**src/design/ombc_pkg.sv**
```systemverilog
// Shared constants and decode functions for the on-chip memory controller.
// Assumes big-endian bit numbering on every bus: bit 0 is the most significant.
package ombc_pkg;

   // ==========================================================
   // Widths
   localparam int DCR_AW   = 10;
   localparam int DCR_DW   = 32;
   localparam int REG_W    = 8;
   localparam int DATA_AW  = 22;
   localparam int INST_AW  = 21;

   // ==========================================================
   // Register offsets (two low address bits of the register bus)
   localparam logic [1:0] OFS_INST_WR_ADDR = 2'h0;
   localparam logic [1:0] OFS_INST_FILL    = 2'h1;
   localparam logic [1:0] OFS_RANGE        = 2'h2;
   localparam logic [1:0] OFS_CTRL         = 2'h3;

   // ==========================================================
   // Control register fields (big-endian positions within [0:7])
   localparam int CTRL_EN_BIT   = 0;
   localparam int CTRL_FLAG_BIT = 2;

   // ==========================================================
   // Values held while reset is asserted (control and range until the tie inputs load), and the write address step
   localparam logic [0:7]  CTRL_RESET    = 8'h00;
   localparam logic [0:7]  RANGE_RESET   = 8'h00;
   localparam logic [0:20] WR_ADDR_RESET = 21'h000000;
   localparam logic [0:31] FILL_RESET    = 32'h00000000;
   localparam logic [0:20] WR_ADDR_STEP  = 21'h000001;

   // ==========================================================
   // Decoding functions
   // Register bus select: upper eight address bits match the tie base
   function automatic logic dcr_sel(input logic [0:9] abus, input logic [0:7] base);
      return abus[0:7] == base;
   endfunction

   // Register offset within a side
   function automatic logic [1:0] dcr_ofs(input logic [0:9] abus);
      return abus[8:9];
   endfunction

   // Region hit: decoder enabled and top address byte equals range compare
   function automatic logic region_hit(input logic [0:7] top, input logic [0:7] rng,
                                       input logic [0:7] ctrl);
      return ctrl[CTRL_EN_BIT] && (top == rng);
   endfunction

endpackage

```
**src/design/ombc_dcr_if.sv**
```systemverilog
// Register bus link between the top module and the data-side controller.
// Assumes the top module drives requests and the data side answers.
`timescale 1ns/10ps
interface ombc_dcr_if;
   logic        read;
   logic        write;
   logic [0:9]  abus;
   logic [0:31] wdata;
   logic [0:31] rdata;
   logic        ack;
   logic        sel;

   modport master (output read, output write, output abus, output wdata,
                   input rdata, input ack, input sel);
   modport slave  (input read, input write, input abus, input wdata,
                   output rdata, output ack, output sel);
endinterface

```
**src/design/ombc_data_side.sv**
```systemverilog
// Data-side controller: load/store path to data memory plus its two registers.
// Assumes requests and register bus come from logic on sys_clk; ties are static.
`timescale 1ns/10ps
module ombc_data_side (
   input  wire logic        sys_clk,
   input  wire logic        rst_n,
   ombc_dcr_if.slave        dcr,
   input  wire logic [0:7]  data_ctrl_default,
   input  wire logic [0:7]  data_range_default,
   input  wire logic [0:7]  data_reg_base_tie,
   input  wire logic        cpu_ld_req,
   input  wire logic [0:31] cpu_ld_addr,
   output logic             cpu_ld_ack,
   output logic [0:31]      cpu_ld_data,
   output logic             cpu_ld_valid,
   input  wire logic        cpu_st_req,
   input  wire logic [0:31] cpu_st_addr,
   input  wire logic [0:31] cpu_st_data,
   input  wire logic [0:3]  cpu_st_be,
   output logic             cpu_st_ack,
   output logic [8:29]      data_addr_bus,
   output logic [0:31]      data_wr_bus,
   output logic [0:3]       data_byte_we,
   output logic             data_mem_en,
   input  wire logic [0:31] data_rd_bus,
   output logic             sw_flag_out
);

   // ==========================================================
   // Register file
   logic        init_q;
   logic [0:7]  ctrl_q;
   logic [0:7]  range_q;
   logic        ack_q;
   logic [0:31] rdata_q;
   logic        take;
   logic [1:0]  ofs;

   // Request taken once, on the first cycle it is seen
   assign dcr.sel = ombc_pkg::dcr_sel(dcr.abus, data_reg_base_tie);
   assign ofs     = ombc_pkg::dcr_ofs(dcr.abus);
   assign take    = (dcr.read || dcr.write) && dcr.sel && !ack_q;
   assign dcr.ack   = ack_q;
   assign dcr.rdata = rdata_q;

   // One-cycle flag that loads the tie defaults after reset release
   always_ff @(posedge sys_clk or negedge rst_n)
      if (!rst_n)
         init_q <= 1'b1;
      else
         init_q <= 1'b0;

   // Control register
   always_ff @(posedge sys_clk or negedge rst_n)
      if (!rst_n)
         ctrl_q <= ombc_pkg::CTRL_RESET;
      else if (init_q)
         ctrl_q <= data_ctrl_default;
      else if (take && dcr.write && ofs == ombc_pkg::OFS_CTRL)
         ctrl_q <= dcr.wdata[24:31];

   // Range compare register
   always_ff @(posedge sys_clk or negedge rst_n)
      if (!rst_n)
         range_q <= ombc_pkg::RANGE_RESET;
      else if (init_q)
         range_q <= data_range_default;
      else if (take && dcr.write && ofs == ombc_pkg::OFS_RANGE)
         range_q <= dcr.wdata[24:31];

   // Acknowledge follows the request one cycle later; read data captured at take
   always_ff @(posedge sys_clk or negedge rst_n)
      if (!rst_n)
      begin
         ack_q   <= 1'b0;
         rdata_q <= 32'h00000000;
      end
      else
      begin
         ack_q <= (dcr.read || dcr.write) && dcr.sel;
         if (take)
            case (ofs)
               ombc_pkg::OFS_RANGE: rdata_q <= {24'h000000, range_q};
               ombc_pkg::OFS_CTRL:  rdata_q <= {24'h000000, ctrl_q};
               default:             rdata_q <= 32'h00000000;
            endcase
      end

   // Software flag mirrored to the fabric
   assign sw_flag_out = ctrl_q[ombc_pkg::CTRL_FLAG_BIT];

   // ==========================================================
   // Load/store path
   logic ld_hit;
   logic st_hit;
   logic rd_p1_q;
   logic rd_p2_q;

   assign ld_hit     = ombc_pkg::region_hit(cpu_ld_addr[0:7], range_q, ctrl_q);
   assign st_hit     = ombc_pkg::region_hit(cpu_st_addr[0:7], range_q, ctrl_q);
   // Load wins when both contend; the store waits
   assign cpu_ld_ack = cpu_ld_req && ld_hit;
   assign cpu_st_ack = cpu_st_req && st_hit && !cpu_ld_ack;

   // Memory-side outputs launched from flops
   always_ff @(posedge sys_clk or negedge rst_n)
      if (!rst_n)
      begin
         data_addr_bus <= 22'h000000;
         data_wr_bus   <= 32'h00000000;
         data_byte_we  <= 4'h0;
         data_mem_en   <= 1'b0;
      end
      else
      begin
         data_mem_en  <= cpu_ld_ack || cpu_st_ack;
         data_byte_we <= cpu_st_ack ? cpu_st_be : 4'h0;
         if (cpu_ld_ack)
            data_addr_bus <= cpu_ld_addr[8:29];
         else if (cpu_st_ack)
         begin
            data_addr_bus <= cpu_st_addr[8:29];
            data_wr_bus   <= cpu_st_data;
         end
      end

   // Read pipeline: enable cycle, memory data cycle, then load data returned
   always_ff @(posedge sys_clk or negedge rst_n)
      if (!rst_n)
      begin
         rd_p1_q      <= 1'b0;
         rd_p2_q      <= 1'b0;
         cpu_ld_valid <= 1'b0;
         cpu_ld_data  <= 32'h00000000;
      end
      else
      begin
         rd_p1_q      <= cpu_ld_ack;
         rd_p2_q      <= rd_p1_q;
         cpu_ld_valid <= rd_p2_q;
         if (rd_p2_q)
            cpu_ld_data <= data_rd_bus;
      end

endmodule

```
**src/design/ombc_onchip_mem_ctrl.sv**
```systemverilog
// Top of the on-chip memory controller: instruction side, register bus
// loop shared with the fabric chain, and the data-side controller.
// Assumes one clock, sys_clk; the memory clocks are equal to it, and all
// processor, register bus and fabric signals are synchronous to it.
// Tie inputs are static once reset is released.
//
// Behaviour
// - Four byte write strobes, strobe 0 is bits 0-7
// - Data address is processor bits 8 to 29
// - Data memory enable on every read or write
// - Load served before a contending store
// - Flag output mirrors data control bit 2
// - Control and range registers load tie defaults after reset
// - Ten-bit register address, upper eight from tie
// - Instruction offsets: address, fill, range, control
// - Fetch address bits 8-28, 64-bit read data
// - Write address and data come from registers
// - Separate even and odd write enables
// - Read enable only on valid fetch cycles
// - Data and instruction sides fully independent
// - Register bus writes instruction words at initialisation
// - Each side claims its own 16MB region
// - Fourteen address bits give 64KB/128KB, all 16MB
// - Register loop multiplexed with fabric chain
// - Top address byte compared with range register
// - Write address increments after each fill
`timescale 1ns/10ps
module ombc_onchip_mem_ctrl (
   input  wire logic        sys_clk,
   input  wire logic        rst_n,
   // Register bus from the processor
   input  wire logic        dcr_read,
   input  wire logic        dcr_write,
   input  wire logic [0:9]  dcr_abus,
   input  wire logic [0:31] dcr_wr_dbus,
   output logic [0:31]      dcr_rd_dbus,
   output logic             dcr_ack,
   // Register bus chain continuing into the fabric
   output logic             fab_dcr_read,
   output logic             fab_dcr_write,
   output logic [0:9]       fab_dcr_abus,
   output logic [0:31]      fab_dcr_wr_dbus,
   input  wire logic [0:31] fab_dcr_rd_dbus,
   input  wire logic        fab_dcr_ack,
   // Tie inputs
   input  wire logic [0:7]  data_ctrl_default,
   input  wire logic [0:7]  data_range_default,
   input  wire logic [0:7]  data_reg_base_tie,
   input  wire logic [0:7]  inst_ctrl_default,
   input  wire logic [0:7]  inst_range_default,
   input  wire logic [0:7]  inst_reg_base_tie,
   // Processor data side
   input  wire logic        cpu_ld_req,
   input  wire logic [0:31] cpu_ld_addr,
   output logic             cpu_ld_ack,
   output logic [0:31]      cpu_ld_data,
   output logic             cpu_ld_valid,
   input  wire logic        cpu_st_req,
   input  wire logic [0:31] cpu_st_addr,
   input  wire logic [0:31] cpu_st_data,
   input  wire logic [0:3]  cpu_st_be,
   output logic             cpu_st_ack,
   // Processor instruction side
   input  wire logic        cpu_if_req,
   input  wire logic [0:31] cpu_if_addr,
   output logic             cpu_if_ack,
   output logic [0:63]      cpu_if_data,
   output logic             cpu_if_valid,
   // Data memory port
   output logic [8:29]      data_addr_bus,
   output logic [0:31]      data_wr_bus,
   output logic [0:3]       data_byte_we,
   output logic             data_mem_en,
   input  wire logic [0:31] data_rd_bus,
   output logic             sw_flag_out,
   // Instruction memory port
   output logic [8:28]      inst_rd_addr,
   output logic             inst_rd_en,
   input  wire logic [0:63] inst_rd_bus,
   output logic [8:28]      inst_wr_addr,
   output logic [0:31]      inst_wr_bus,
   output logic             inst_even_we,
   output logic             inst_odd_we
);

   // ==========================================================
   // Data side, a separate controller with its own registers
   ombc_dcr_if dcr_d ();

   // Requests broadcast to the data side; it decodes its own base
   assign dcr_d.read  = dcr_read;
   assign dcr_d.write = dcr_write;
   assign dcr_d.abus  = dcr_abus;
   assign dcr_d.wdata = dcr_wr_dbus;

   // No shared bus or arbitration between the two sides
   ombc_data_side u_data_side (
      .sys_clk            (sys_clk),
      .rst_n              (rst_n),
      .dcr                (dcr_d.slave),
      .data_ctrl_default  (data_ctrl_default),
      .data_range_default (data_range_default),
      .data_reg_base_tie  (data_reg_base_tie),
      .cpu_ld_req         (cpu_ld_req),
      .cpu_ld_addr        (cpu_ld_addr),
      .cpu_ld_ack         (cpu_ld_ack),
      .cpu_ld_data        (cpu_ld_data),
      .cpu_ld_valid       (cpu_ld_valid),
      .cpu_st_req         (cpu_st_req),
      .cpu_st_addr        (cpu_st_addr),
      .cpu_st_data        (cpu_st_data),
      .cpu_st_be          (cpu_st_be),
      .cpu_st_ack         (cpu_st_ack),
      .data_addr_bus      (data_addr_bus),
      .data_wr_bus        (data_wr_bus),
      .data_byte_we       (data_byte_we),
      .data_mem_en        (data_mem_en),
      .data_rd_bus        (data_rd_bus),
      .sw_flag_out        (sw_flag_out)
   );

   // ==========================================================
   // Instruction-side registers
   logic        init_q;
   logic [0:7]  ictrl_q;
   logic [0:7]  irange_q;
   logic [0:20] wr_addr_q;
   logic [0:31] fill_q;
   logic        fill_pend_q;
   logic        iack_q;
   logic [0:31] irdata_q;
   logic        isel;
   logic        itake;
   logic [1:0]  iofs;
   logic        wr_addr_wr;
   logic        fill_wr;

   // Own base decode; a request is taken once, before its acknowledge
   assign isel  = ombc_pkg::dcr_sel(dcr_abus, inst_reg_base_tie);
   assign iofs  = ombc_pkg::dcr_ofs(dcr_abus);
   assign itake = (dcr_read || dcr_write) && isel && !iack_q;

   // Write strobes for the 21-bit write address and 32-bit fill registers
   assign wr_addr_wr = itake && dcr_write && iofs == ombc_pkg::OFS_INST_WR_ADDR;
   assign fill_wr    = itake && dcr_write && iofs == ombc_pkg::OFS_INST_FILL;

   // One-cycle flag that loads the tie defaults after reset release
   // Ties may settle while reset is low, so they are taken after it
   always_ff @(posedge sys_clk or negedge rst_n)
      if (!rst_n)
         init_q <= 1'b1;
      else
         init_q <= 1'b0;

   // Control and range compare registers
   always_ff @(posedge sys_clk or negedge rst_n)
      if (!rst_n)
      begin
         ictrl_q  <= ombc_pkg::CTRL_RESET;
         irange_q <= ombc_pkg::RANGE_RESET;
      end
      else if (init_q)
      begin
         ictrl_q  <= inst_ctrl_default;
         irange_q <= inst_range_default;
      end
      else if (itake && dcr_write)
      begin
         if (iofs == ombc_pkg::OFS_CTRL)
            ictrl_q <= dcr_wr_dbus[24:31];
         if (iofs == ombc_pkg::OFS_RANGE)
            irange_q <= dcr_wr_dbus[24:31];
      end

   // Write address: loaded by software, stepped once after each fill write
   // A software load wins over a step still pending
   always_ff @(posedge sys_clk or negedge rst_n)
      if (!rst_n)
         wr_addr_q <= ombc_pkg::WR_ADDR_RESET;
      else if (wr_addr_wr)
         wr_addr_q <= dcr_wr_dbus[0:20];
      else if (fill_pend_q)
         wr_addr_q <= wr_addr_q + ombc_pkg::WR_ADDR_STEP;

   // Fill data register and the pending write it triggers
   // The pending flag is the one-cycle write strobe
   always_ff @(posedge sys_clk or negedge rst_n)
      if (!rst_n)
      begin
         fill_q      <= ombc_pkg::FILL_RESET;
         fill_pend_q <= 1'b0;
      end
      else
      begin
         fill_pend_q <= fill_wr;
         if (fill_wr)
            fill_q <= dcr_wr_dbus;
      end

   // Acknowledge and read data for the instruction registers
   // Unused low bits of the write address read as zero
   always_ff @(posedge sys_clk or negedge rst_n)
      if (!rst_n)
      begin
         iack_q   <= 1'b0;
         irdata_q <= 32'h00000000;
      end
      else
      begin
         iack_q <= (dcr_read || dcr_write) && isel;
         if (itake)
            case (iofs)
               ombc_pkg::OFS_INST_WR_ADDR: irdata_q <= {wr_addr_q, 11'h000};
               ombc_pkg::OFS_INST_FILL:    irdata_q <= fill_q;
               ombc_pkg::OFS_RANGE:        irdata_q <= {24'h000000, irange_q};
               ombc_pkg::OFS_CTRL:         irdata_q <= {24'h000000, ictrl_q};
               default:                    irdata_q <= 32'h00000000;
            endcase
      end

   // ==========================================================
   // Instruction memory write port, fed from the registers
   // Address and data hold between fills; only the enables pulse
   assign inst_wr_addr = wr_addr_q;
   assign inst_wr_bus  = fill_q;
   // Only one half written per fill, picked by the word address lsb
   assign inst_even_we = fill_pend_q && !wr_addr_q[20];
   assign inst_odd_we  = fill_pend_q && wr_addr_q[20];

   // ==========================================================
   // Register bus loop, multiplexed with the fabric chain
   logic own_sel;

   // Requests to addresses owned by either side never reach the fabric chain
   assign own_sel         = isel || dcr_d.sel;
   assign fab_dcr_read    = dcr_read && !own_sel;
   assign fab_dcr_write   = dcr_write && !own_sel;
   assign fab_dcr_abus    = dcr_abus;
   assign fab_dcr_wr_dbus = dcr_wr_dbus;

   // Own answers are registered, the fabric's passes through
   assign dcr_ack         = dcr_d.ack || iack_q || (fab_dcr_ack && !own_sel);

   // Answer taken from whichever loop owns the address
   always_comb
   begin
      if (dcr_d.ack)
         dcr_rd_dbus = dcr_d.rdata;
      else if (iack_q)
         dcr_rd_dbus = irdata_q;
      else
         dcr_rd_dbus = fab_dcr_rd_dbus;
   end

   // ==========================================================
   // Instruction fetch path
   // Stages matching the fixed load latency of the data side
   logic if_p1_q;
   logic if_p2_q;

   // Fetch accepted only inside this side's own region
   assign cpu_if_ack = cpu_if_req &&
                       ombc_pkg::region_hit(cpu_if_addr[0:7], irange_q, ictrl_q);

   // Read address and enable launched from flops
   always_ff @(posedge sys_clk or negedge rst_n)
      if (!rst_n)
      begin
         inst_rd_addr <= 21'h000000;
         inst_rd_en   <= 1'b0;
      end
      else
      begin
         inst_rd_en <= cpu_if_ack;
         if (cpu_if_ack)
            inst_rd_addr <= cpu_if_addr[8:28];
      end

   // Two instructions returned together, two cycles after the enable
   always_ff @(posedge sys_clk or negedge rst_n)
      if (!rst_n)
      begin
         if_p1_q      <= 1'b0;
         if_p2_q      <= 1'b0;
         cpu_if_valid <= 1'b0;
         cpu_if_data  <= 64'h0000000000000000;
      end
      else
      begin
         if_p1_q      <= cpu_if_ack;
         if_p2_q      <= if_p1_q;
         cpu_if_valid <= if_p2_q;
         if (if_p2_q)
            cpu_if_data <= inst_rd_bus;
      end

endmodule

```
**config.mk**
```make
export PLATFORM = sky130hd
export DESIGN_NAME = ombc_onchip_mem_ctrl
export DESIGN_NICKNAME = d
export VERILOG_FILES = /design/src/design/ombc_pkg.sv /design/src/design/ombc_dcr_if.sv /design/src/design/ombc_data_side.sv /design/src/design/ombc_onchip_mem_ctrl.sv
export SDC_FILE = /design/constraint.sdc
export NUM_CORES = 1
export LEC_CHECK = 0
export BUFFER_PORTS_ARGS = -buffer_cell sky130_fd_sc_hd__clkbuf_2
export CORE_AREA = 5 5 262 264
export CTS_BUF_LIST = sky130_fd_sc_hd__clkbuf_8
export DETAILED_ROUTE_END_ITERATION = 12
export DIE_AREA = 0 0 267 269
export GPL_TIMING_DRIVEN = 1
export HOLD_SLACK_MARGIN = 0.1
export MAX_ROUTING_LAYER = met4
export RECOVER_POWER = 50
export SYNTH_ARGS = -nofsm -noshare
export SYNTH_HDL_FRONTEND = slang
export SYNTH_SLANG_ARGS = --single-unit
```
**constraint.sdc**
```tcl
create_clock -name sys_clk -period 2.3 [get_ports sys_clk]
set_input_delay 0.23 -clock sys_clk [delete_from_list [all_inputs] [get_ports sys_clk]]
set_output_delay 0.23 -clock sys_clk [all_outputs]
set_load 0.01 [all_outputs]
```
== After elaboration in Yosys (flattened, before gate mapping) ==
Index checks and enable logic that the tools add are counted.
W data, S select, Z words.

* $add $sub $neg: 1
* Equality and inequality tests: 8
* Mux-type cells: 19
* Bitwise operators: 1
* Reductions and logical operators: 43

{| class="wikitable"
|+ Operators with widths
! cell !! number
|-
| $pmux W32 S4 || 1
|-
| $mux W8 || 10
|-
| $mux W32 || 2
|-
| $mux W22 || 2
|-
| $mux W21 || 2
|-
| $eq A8 B8 Y1 || 5
|-
| $logic_and A1 B1 Y1 || 22
|-
| $add A21 B1 Y21 const B || 1
|-
| $pmux W8 S2 || 1
|-
| $reduce_bool A2 Y1 || 7
|-
| $reduce_and A2 Y1 || 3
|-
| $logic_not A1 Y1 || 5
|-
| $logic_or A1 B1 Y1 || 5
|-
| $eq A2 B2 Y1 const B || 2
|-
| $mux W4 || 1
|-
| $eq A2 B1 Y1 const B || 1
|-
| $logic_not A2 Y1 || 1
|-
| $not A1 Y1 || 1
|}

* Register bits after elaboration: 335
* Word-level logic and storage cells: 97

== Longest topological paths before layout ==
* Depth after elaboration: 7
* Mapped depth: 8
* Mapped depth without buffers: 6

== Hierarchy ==
From an unflattened synthesis, not the netlist that was laid out.

* Cells, all modules: 1196
* Area, all modules: 14682.8 um^2

{| class="wikitable"
|+ Modules (own cells, without submodules)
! module !! instances !! cells an instance !! area each (um^2)
|-
| ombc_onchip_mem_ctrl || 1 || 770 || 9275.1
|-
| ombc_data_side || 1 || 426 || 5407.7
|}

== Worst setup path after synthesis ==
No wires, ideal clock.

* Path kind: reg-to-reg
* From: register u_data_side.range_q[3] (netlist bit)
* To: register u_data_side.data_wr_bus[1] (netlist bit)
* Arrival: 1.918 ns
* Setup slack: 0.257 ns
* Stages on the path, launching flop included: 9
* Buffers on the path: 3
* Path through: dfrtp_1 xor2_1 nor4_1 and3_1 buf_2 and2_1 buf_6 buf_6 mux2_2

* Longest elaborated chain between the ends: 6
* Elaborated cells between the ends (all ways): 10

{| class="wikitable"
|+ Ends and longest elaborated chain
! element !! RTL line !! source
|-
| start, declared || ombc_data_side.sv:33 || <nowiki>logic [0:7] range_q;</nowiki>
|-
| start signal, assigned || ombc_data_side.sv:65 || <nowiki>range_q <= ombc_pkg::RANGE_RESET;</nowiki>
|-
| start signal, assigned || ombc_data_side.sv:67 || <nowiki>range_q <= data_range_default;</nowiki>
|-
| start signal, assigned || ombc_data_side.sv:69 || <nowiki>range_q <= dcr.wdata[24:31];</nowiki>
|-
| $eq A8 B8 Y1 || ombc_pkg.sv:48 || <nowiki>return ctrl[CTRL_EN_BIT] && (top == rng);</nowiki>
|-
| $logic_and A1 B1 Y1 || ombc_pkg.sv:48 ||
|-
| $logic_and A1 B1 Y1 || ombc_data_side.sv:102 || <nowiki>assign cpu_ld_ack = cpu_ld_req && ld_hit;</nowiki>
|-
| $logic_not A1 Y1 || ombc_data_side.sv:103 || <nowiki>assign cpu_st_ack = cpu_st_req && st_hit && !cpu_ld_ack;</nowiki>
|-
| $logic_and A1 B1 Y1 * || ombc_data_side.sv:103 ||
|-
| named net cpu_st_ack || ombc_onchip_mem_ctrl.sv:62 || <nowiki>output logic cpu_st_ack,</nowiki>
|-
| $reduce_and A2 Y1 (no source line) * || -- ||
|-
| end signal, assigned || ombc_data_side.sv:123 || <nowiki>data_wr_bus <= cpu_st_data;</nowiki>
|-
| end, declared || ombc_data_side.sv:22 || <nowiki>output logic [0:31] data_wr_bus,</nowiki>
|}

The timed path passes the listed nets; every way through them passes the cells marked *.
A chain may end at the register's enable or synchronous reset.

== Worst setup path in the final report ==
* From: register u_data_side.range_q[5] (netlist bit)
* To: output cpu_st_ack

* Longest elaborated chain between the ends: 5
* Elaborated cells between the ends (all ways): 8

{| class="wikitable"
|+ Ends and longest elaborated chain
! element !! RTL line
|-
| $eq A8 B8 Y1 || ombc_pkg.sv:48
|-
| $logic_and A1 B1 Y1 || ombc_pkg.sv:48
|-
| $logic_and A1 B1 Y1 || ombc_data_side.sv:102
|-
| $logic_not A1 Y1 || ombc_data_side.sv:103
|-
| $logic_and A1 B1 Y1 * || ombc_data_side.sv:103
|-
| end, declared || ombc_onchip_mem_ctrl.sv:62
|}

Mark *: on every way between the ends. The rest lies on a longest branch, timed or not.

==> results.py <==
metrics = {
    "placement": {
        "place_inst": 2625,
        "port-buffer-count": 665,
        "dpl_cell_area_sq_um": 18600,
        "place_congestion": 0.930,
        "pre_cts_ws_ps": 74.3,
        "hpwlAfterDp_mm": 43.0,
    },
    "floorplanning": {
        "core_area_sq_um": 66300,
        "ioPinCount": 673,
        "die_x_um": 267,
        "start_util_pct": 21.5,
        "rows": 95,
        "dieArea_sq_um": 71800,
        "die_h_um": 269,
    },
    "critical_path": {
        "regToRegSetupSlack_ps": 120,
        "cp.arrival_ps": 2130,
        "crit_path_start": "u_data_side.range_q[5]",
        "critPathRequiredTime_ps": 2070,
        "critPathCaptureType": "output port",
        "crit-reg2reg-capture": "u_data_side.data_addr_bus[11]",
        "critPathMaxFanout": 4,
        "critPathLaunchType": "flip-flop",
        "path_class": "flip-flop to output port",
        "rr_startpoint": "u_data_side.range_q[7]",
        "critPathCapture": "cpu_st_ack",
        "reg2reg_depth": 13,
    },
    "synthesis": {
        "synthMuxAreaShare_pct": 25.0,
        "synth-seq-cells": 311,
        "netlist-cell-type-count": 36,
        "synth-simple-area-share_pct": 8.19,
        "synth-compound-area-share_pct": 4.01,
        "synth_top_family_by_area": "multiplexers",
        "synth_xor_area_share_pct": 3.68,
        "ys_seq_area_share_pct": 54.6,
        "ys.warnings.count": 0,
        "synth_fa_ha_area_share_pct": 0.0877,
        "avgSynthCellArea_sq_um": 12.4,
        "synth_nets": 1507,
        "syn_inst": 1148,
        "synth_area_sq_um": 14300,
    },
    "global_routing": {
        "antenna_found_initial": 11,
        "grt-ovfl-total": 0,
        "grt_max_degree": 66,
        "grt_pass1_vias": 14000,
        "grt_first_pass_wirelength_mm": 84.5,
        "grt_usage_pct": 15.7,
    },
    "timing": {
        "rsz0062_at_grt": "yes",
        "worst_slew_pin_slew_ps": 1970,
        "layout_setup_ws_ps": -57.0,
        "period_share_pct": 102,
        "maxSlewViolCount": 128,
        "finClkSkew_ps": 32.2,
        "finalSetupViolations": 2,
        "relSlewSlack_pct": -31.3,
        "fmax_mhz": 424,
        "hold_viol_final": 0,
        "period_needed_ps": 2360,
    },
    "clock_tree": {
        "cts_tree": "yes",
        "h-tree-depth": 2,
        "worstSkewPairLatency_ps": 620,
        "clockRootBuffer": "clkbuf_8",
        "numClockSinks": 311,
        "cts_buffers": 55,
        "clockBufferDepth": 3,
        "path_clk_slew_ps": 60,
    },
    "final_layout": {
        "stdcell_area_sq_um": 22800,
        "fin_nets": 2470,
        "final_core_util_pct": 34.4,
        "area_growth_pct": 60.1,
        "drive_above_1_share_pct": 47.9,
        "layout.cells.non_filler": 3036,
    },
    "power_and_ir_drop": {
        "totalPowerFinal_mw": 14.1,
        "p_leak_nw": 11.6,
        "irDropWorstVdd_mv": 0.378,
        "pwr_density_cell_nw_per_um2": 618,
    },
    "run_status": {
        "violations": "max-capacitance violations, max-slew violations, negative setup slack",
        "status": "finished, violations left",
    },
    "routing": {
        "routed_via_density": 4.25,
        "wl_per_cell_um": 19.3,
        "drt-initial-drc-count": 546,
        "wl_mm": 58.6,
        "drc": 0,
        "dr.pass1.iters": 5,
        "ant_nets": 0,
        "via_count": 12900,
    },
    "min_path": {
        "hold_class": "primary input to flip-flop",
    },
    "flow_run": {
        "max_cap_violations": 2,
    },
}
## per-stage QoR
stage | hold WS, ps | TNS [ps]
2_1_floorplan | -65.6 | 0
3_3_place_gp | 252 | 0
3_5_place_dp | 253 | 0
4_1_cts | 104 | -544
5_1_grt | 177 | -11660
6_report | 200 | -111
## report_power, final
part	total [mW]	switching, mW	internal (mW)
Clock	5.67	2.39	3.28
Combinational	2.33	1.11	1.22
Sequential	6.10	0.261	5.84
Total	14.1	3.76	10.3
## worst max-delay path, cell delays in order, from the launching register on
cell,delay [ps]
dfrtp_2,430
buf_4,140
xnor2_1,130
and3_2,240
nand3_2,130
and2_4,200
buf_12,130
buf_6,120
## metal layers
metal  vias up  track usage (%)  wire (um)
li1       5910                -          -
met1      6333             17.2      22100
met2       553             28.3      30700
met3       118             2.90       3750
met4         0             5.90       2020
met5         -                -          0
## cells by family (layout without fill, tap and decap cells)
group,after synthesis,in the layout
flip-flops,311,311
multiplexers,323,323
buffers and inverters,112,1118
AO/OA/AOI/OAI,93,93
other,1,10
adder cells (fa/ha/maj),1,1
XOR/XNOR,60,60
AND/OR/NAND/NOR,247,247
## cell usage after synthesis
library cell	instances	area share, %
mux2_2	215	17
buf_6	7	0.55
nand4_1	10	0.44
a21oi_1	21	0.74
o21ai_0	19	0.67
nand3_1	10	0.35
xnor2_1	13	0.80
nand2_1	99	2.6
conb_1	1	0.026
nor3b_1	1	0.053
xor2_1	47	2.9
and3_1	11	0.48
mux2i_1	62	4.4
nor2_1	80	2.1
a22oi_1	9	0.47
dfstp_2	1	0.18
nor4_4	2	0.30
buf_2	5	0.18
ha_1	1	0.088
dfrtp_1	310	54
buf_1	6	0.16
nand3_2	1	0.070
a31oi_1	22	0.96
nor3_1	6	0.21
clkbuf_1	47	1.2
buf_4	42	2.2
nand4_2	4	0.35
mux2_1	46	3.6
o31ai_1	21	1.1
and2_1	6	0.26
nor4_1	3	0.13
inv_1	5	0.13
nor3b_4	1	0.13
a211o_1	1	0.061
nor4_2	3	0.26
nor2b_1	10	0.44
## cells in the final DEF, fill, tap and decap left out, types with 9 or more instances in the layout
cell type,instances
clkbuf_2,619
dfrtp_1,301
dlygate4sd3_1,268
mux2_2,215
nand2_1,99
nor2_1,80
clkbuf_8,73
mux2i_1,62
clkbuf_1,55
buf_4,50
mux2_1,46
xor2_1,43
o31ai_1,21
a31oi_1,21
a21oi_1,21
o21ai_0,19
inv_1,15
xnor2_1,10
and3_1,10
nand4_1,10
nor2b_1,10
diode_2,9
a22oi_1,9
dfrtp_2,9
## sequential cells by signal (all words and copies together), names as in the netlist, 21 cells and up
signal                     count
cpu_if_data                   64
inst_wr_bus                   32
irdata_q                      32
u_data_side.cpu_ld_data       32
u_data_side.data_wr_bus       32
u_data_side.data_addr_bus     22
inst_rd_addr                  21
inst_wr_addr                  21
## cell type report
type,instances,area [sq um]
antenna,9,22.5
clock buffer,73,1000
clock inverter,27,229
fill,6614,43500
inverter,5,43.8
multi-input combinational,725,5960
sequential,311,7790
tap,873,1090
timing repair buffer,1013,6690
## worst min path at each step
stage | start | end | slack [ps] | cells after the start
3_3_place_gp | rst_n | inst_wr_bus[30] | 250 | 1
5_1_grt | cpu_if_req | if_p1_q | 180 | 5
2_1_floorplan | rst_n | cpu_if_data[0] | -70 | 0
3_5_place_dp | rst_n | inst_wr_bus[30] | 250 | 1
6_report | cpu_if_req | if_p1_q | 200 | 5
4_1_cts | cpu_if_req | if_p1_q | 100 | 5
## repair_timing
| action | CTS | global route |
|---|---|---|
| pin swaps | 8 | 17 |
| setup endpoints to repair | 36 | 60 |
| buffers inserted | 21 | 12 |
| hold buffers | 268 | 0 |
| gates resized for setup | 23 | 27 |
| gates cloned | 3 | 1 |
| hold endpoints to repair | 573 | 0 |
Note: power is estimated with default switching activity, not from simulation.
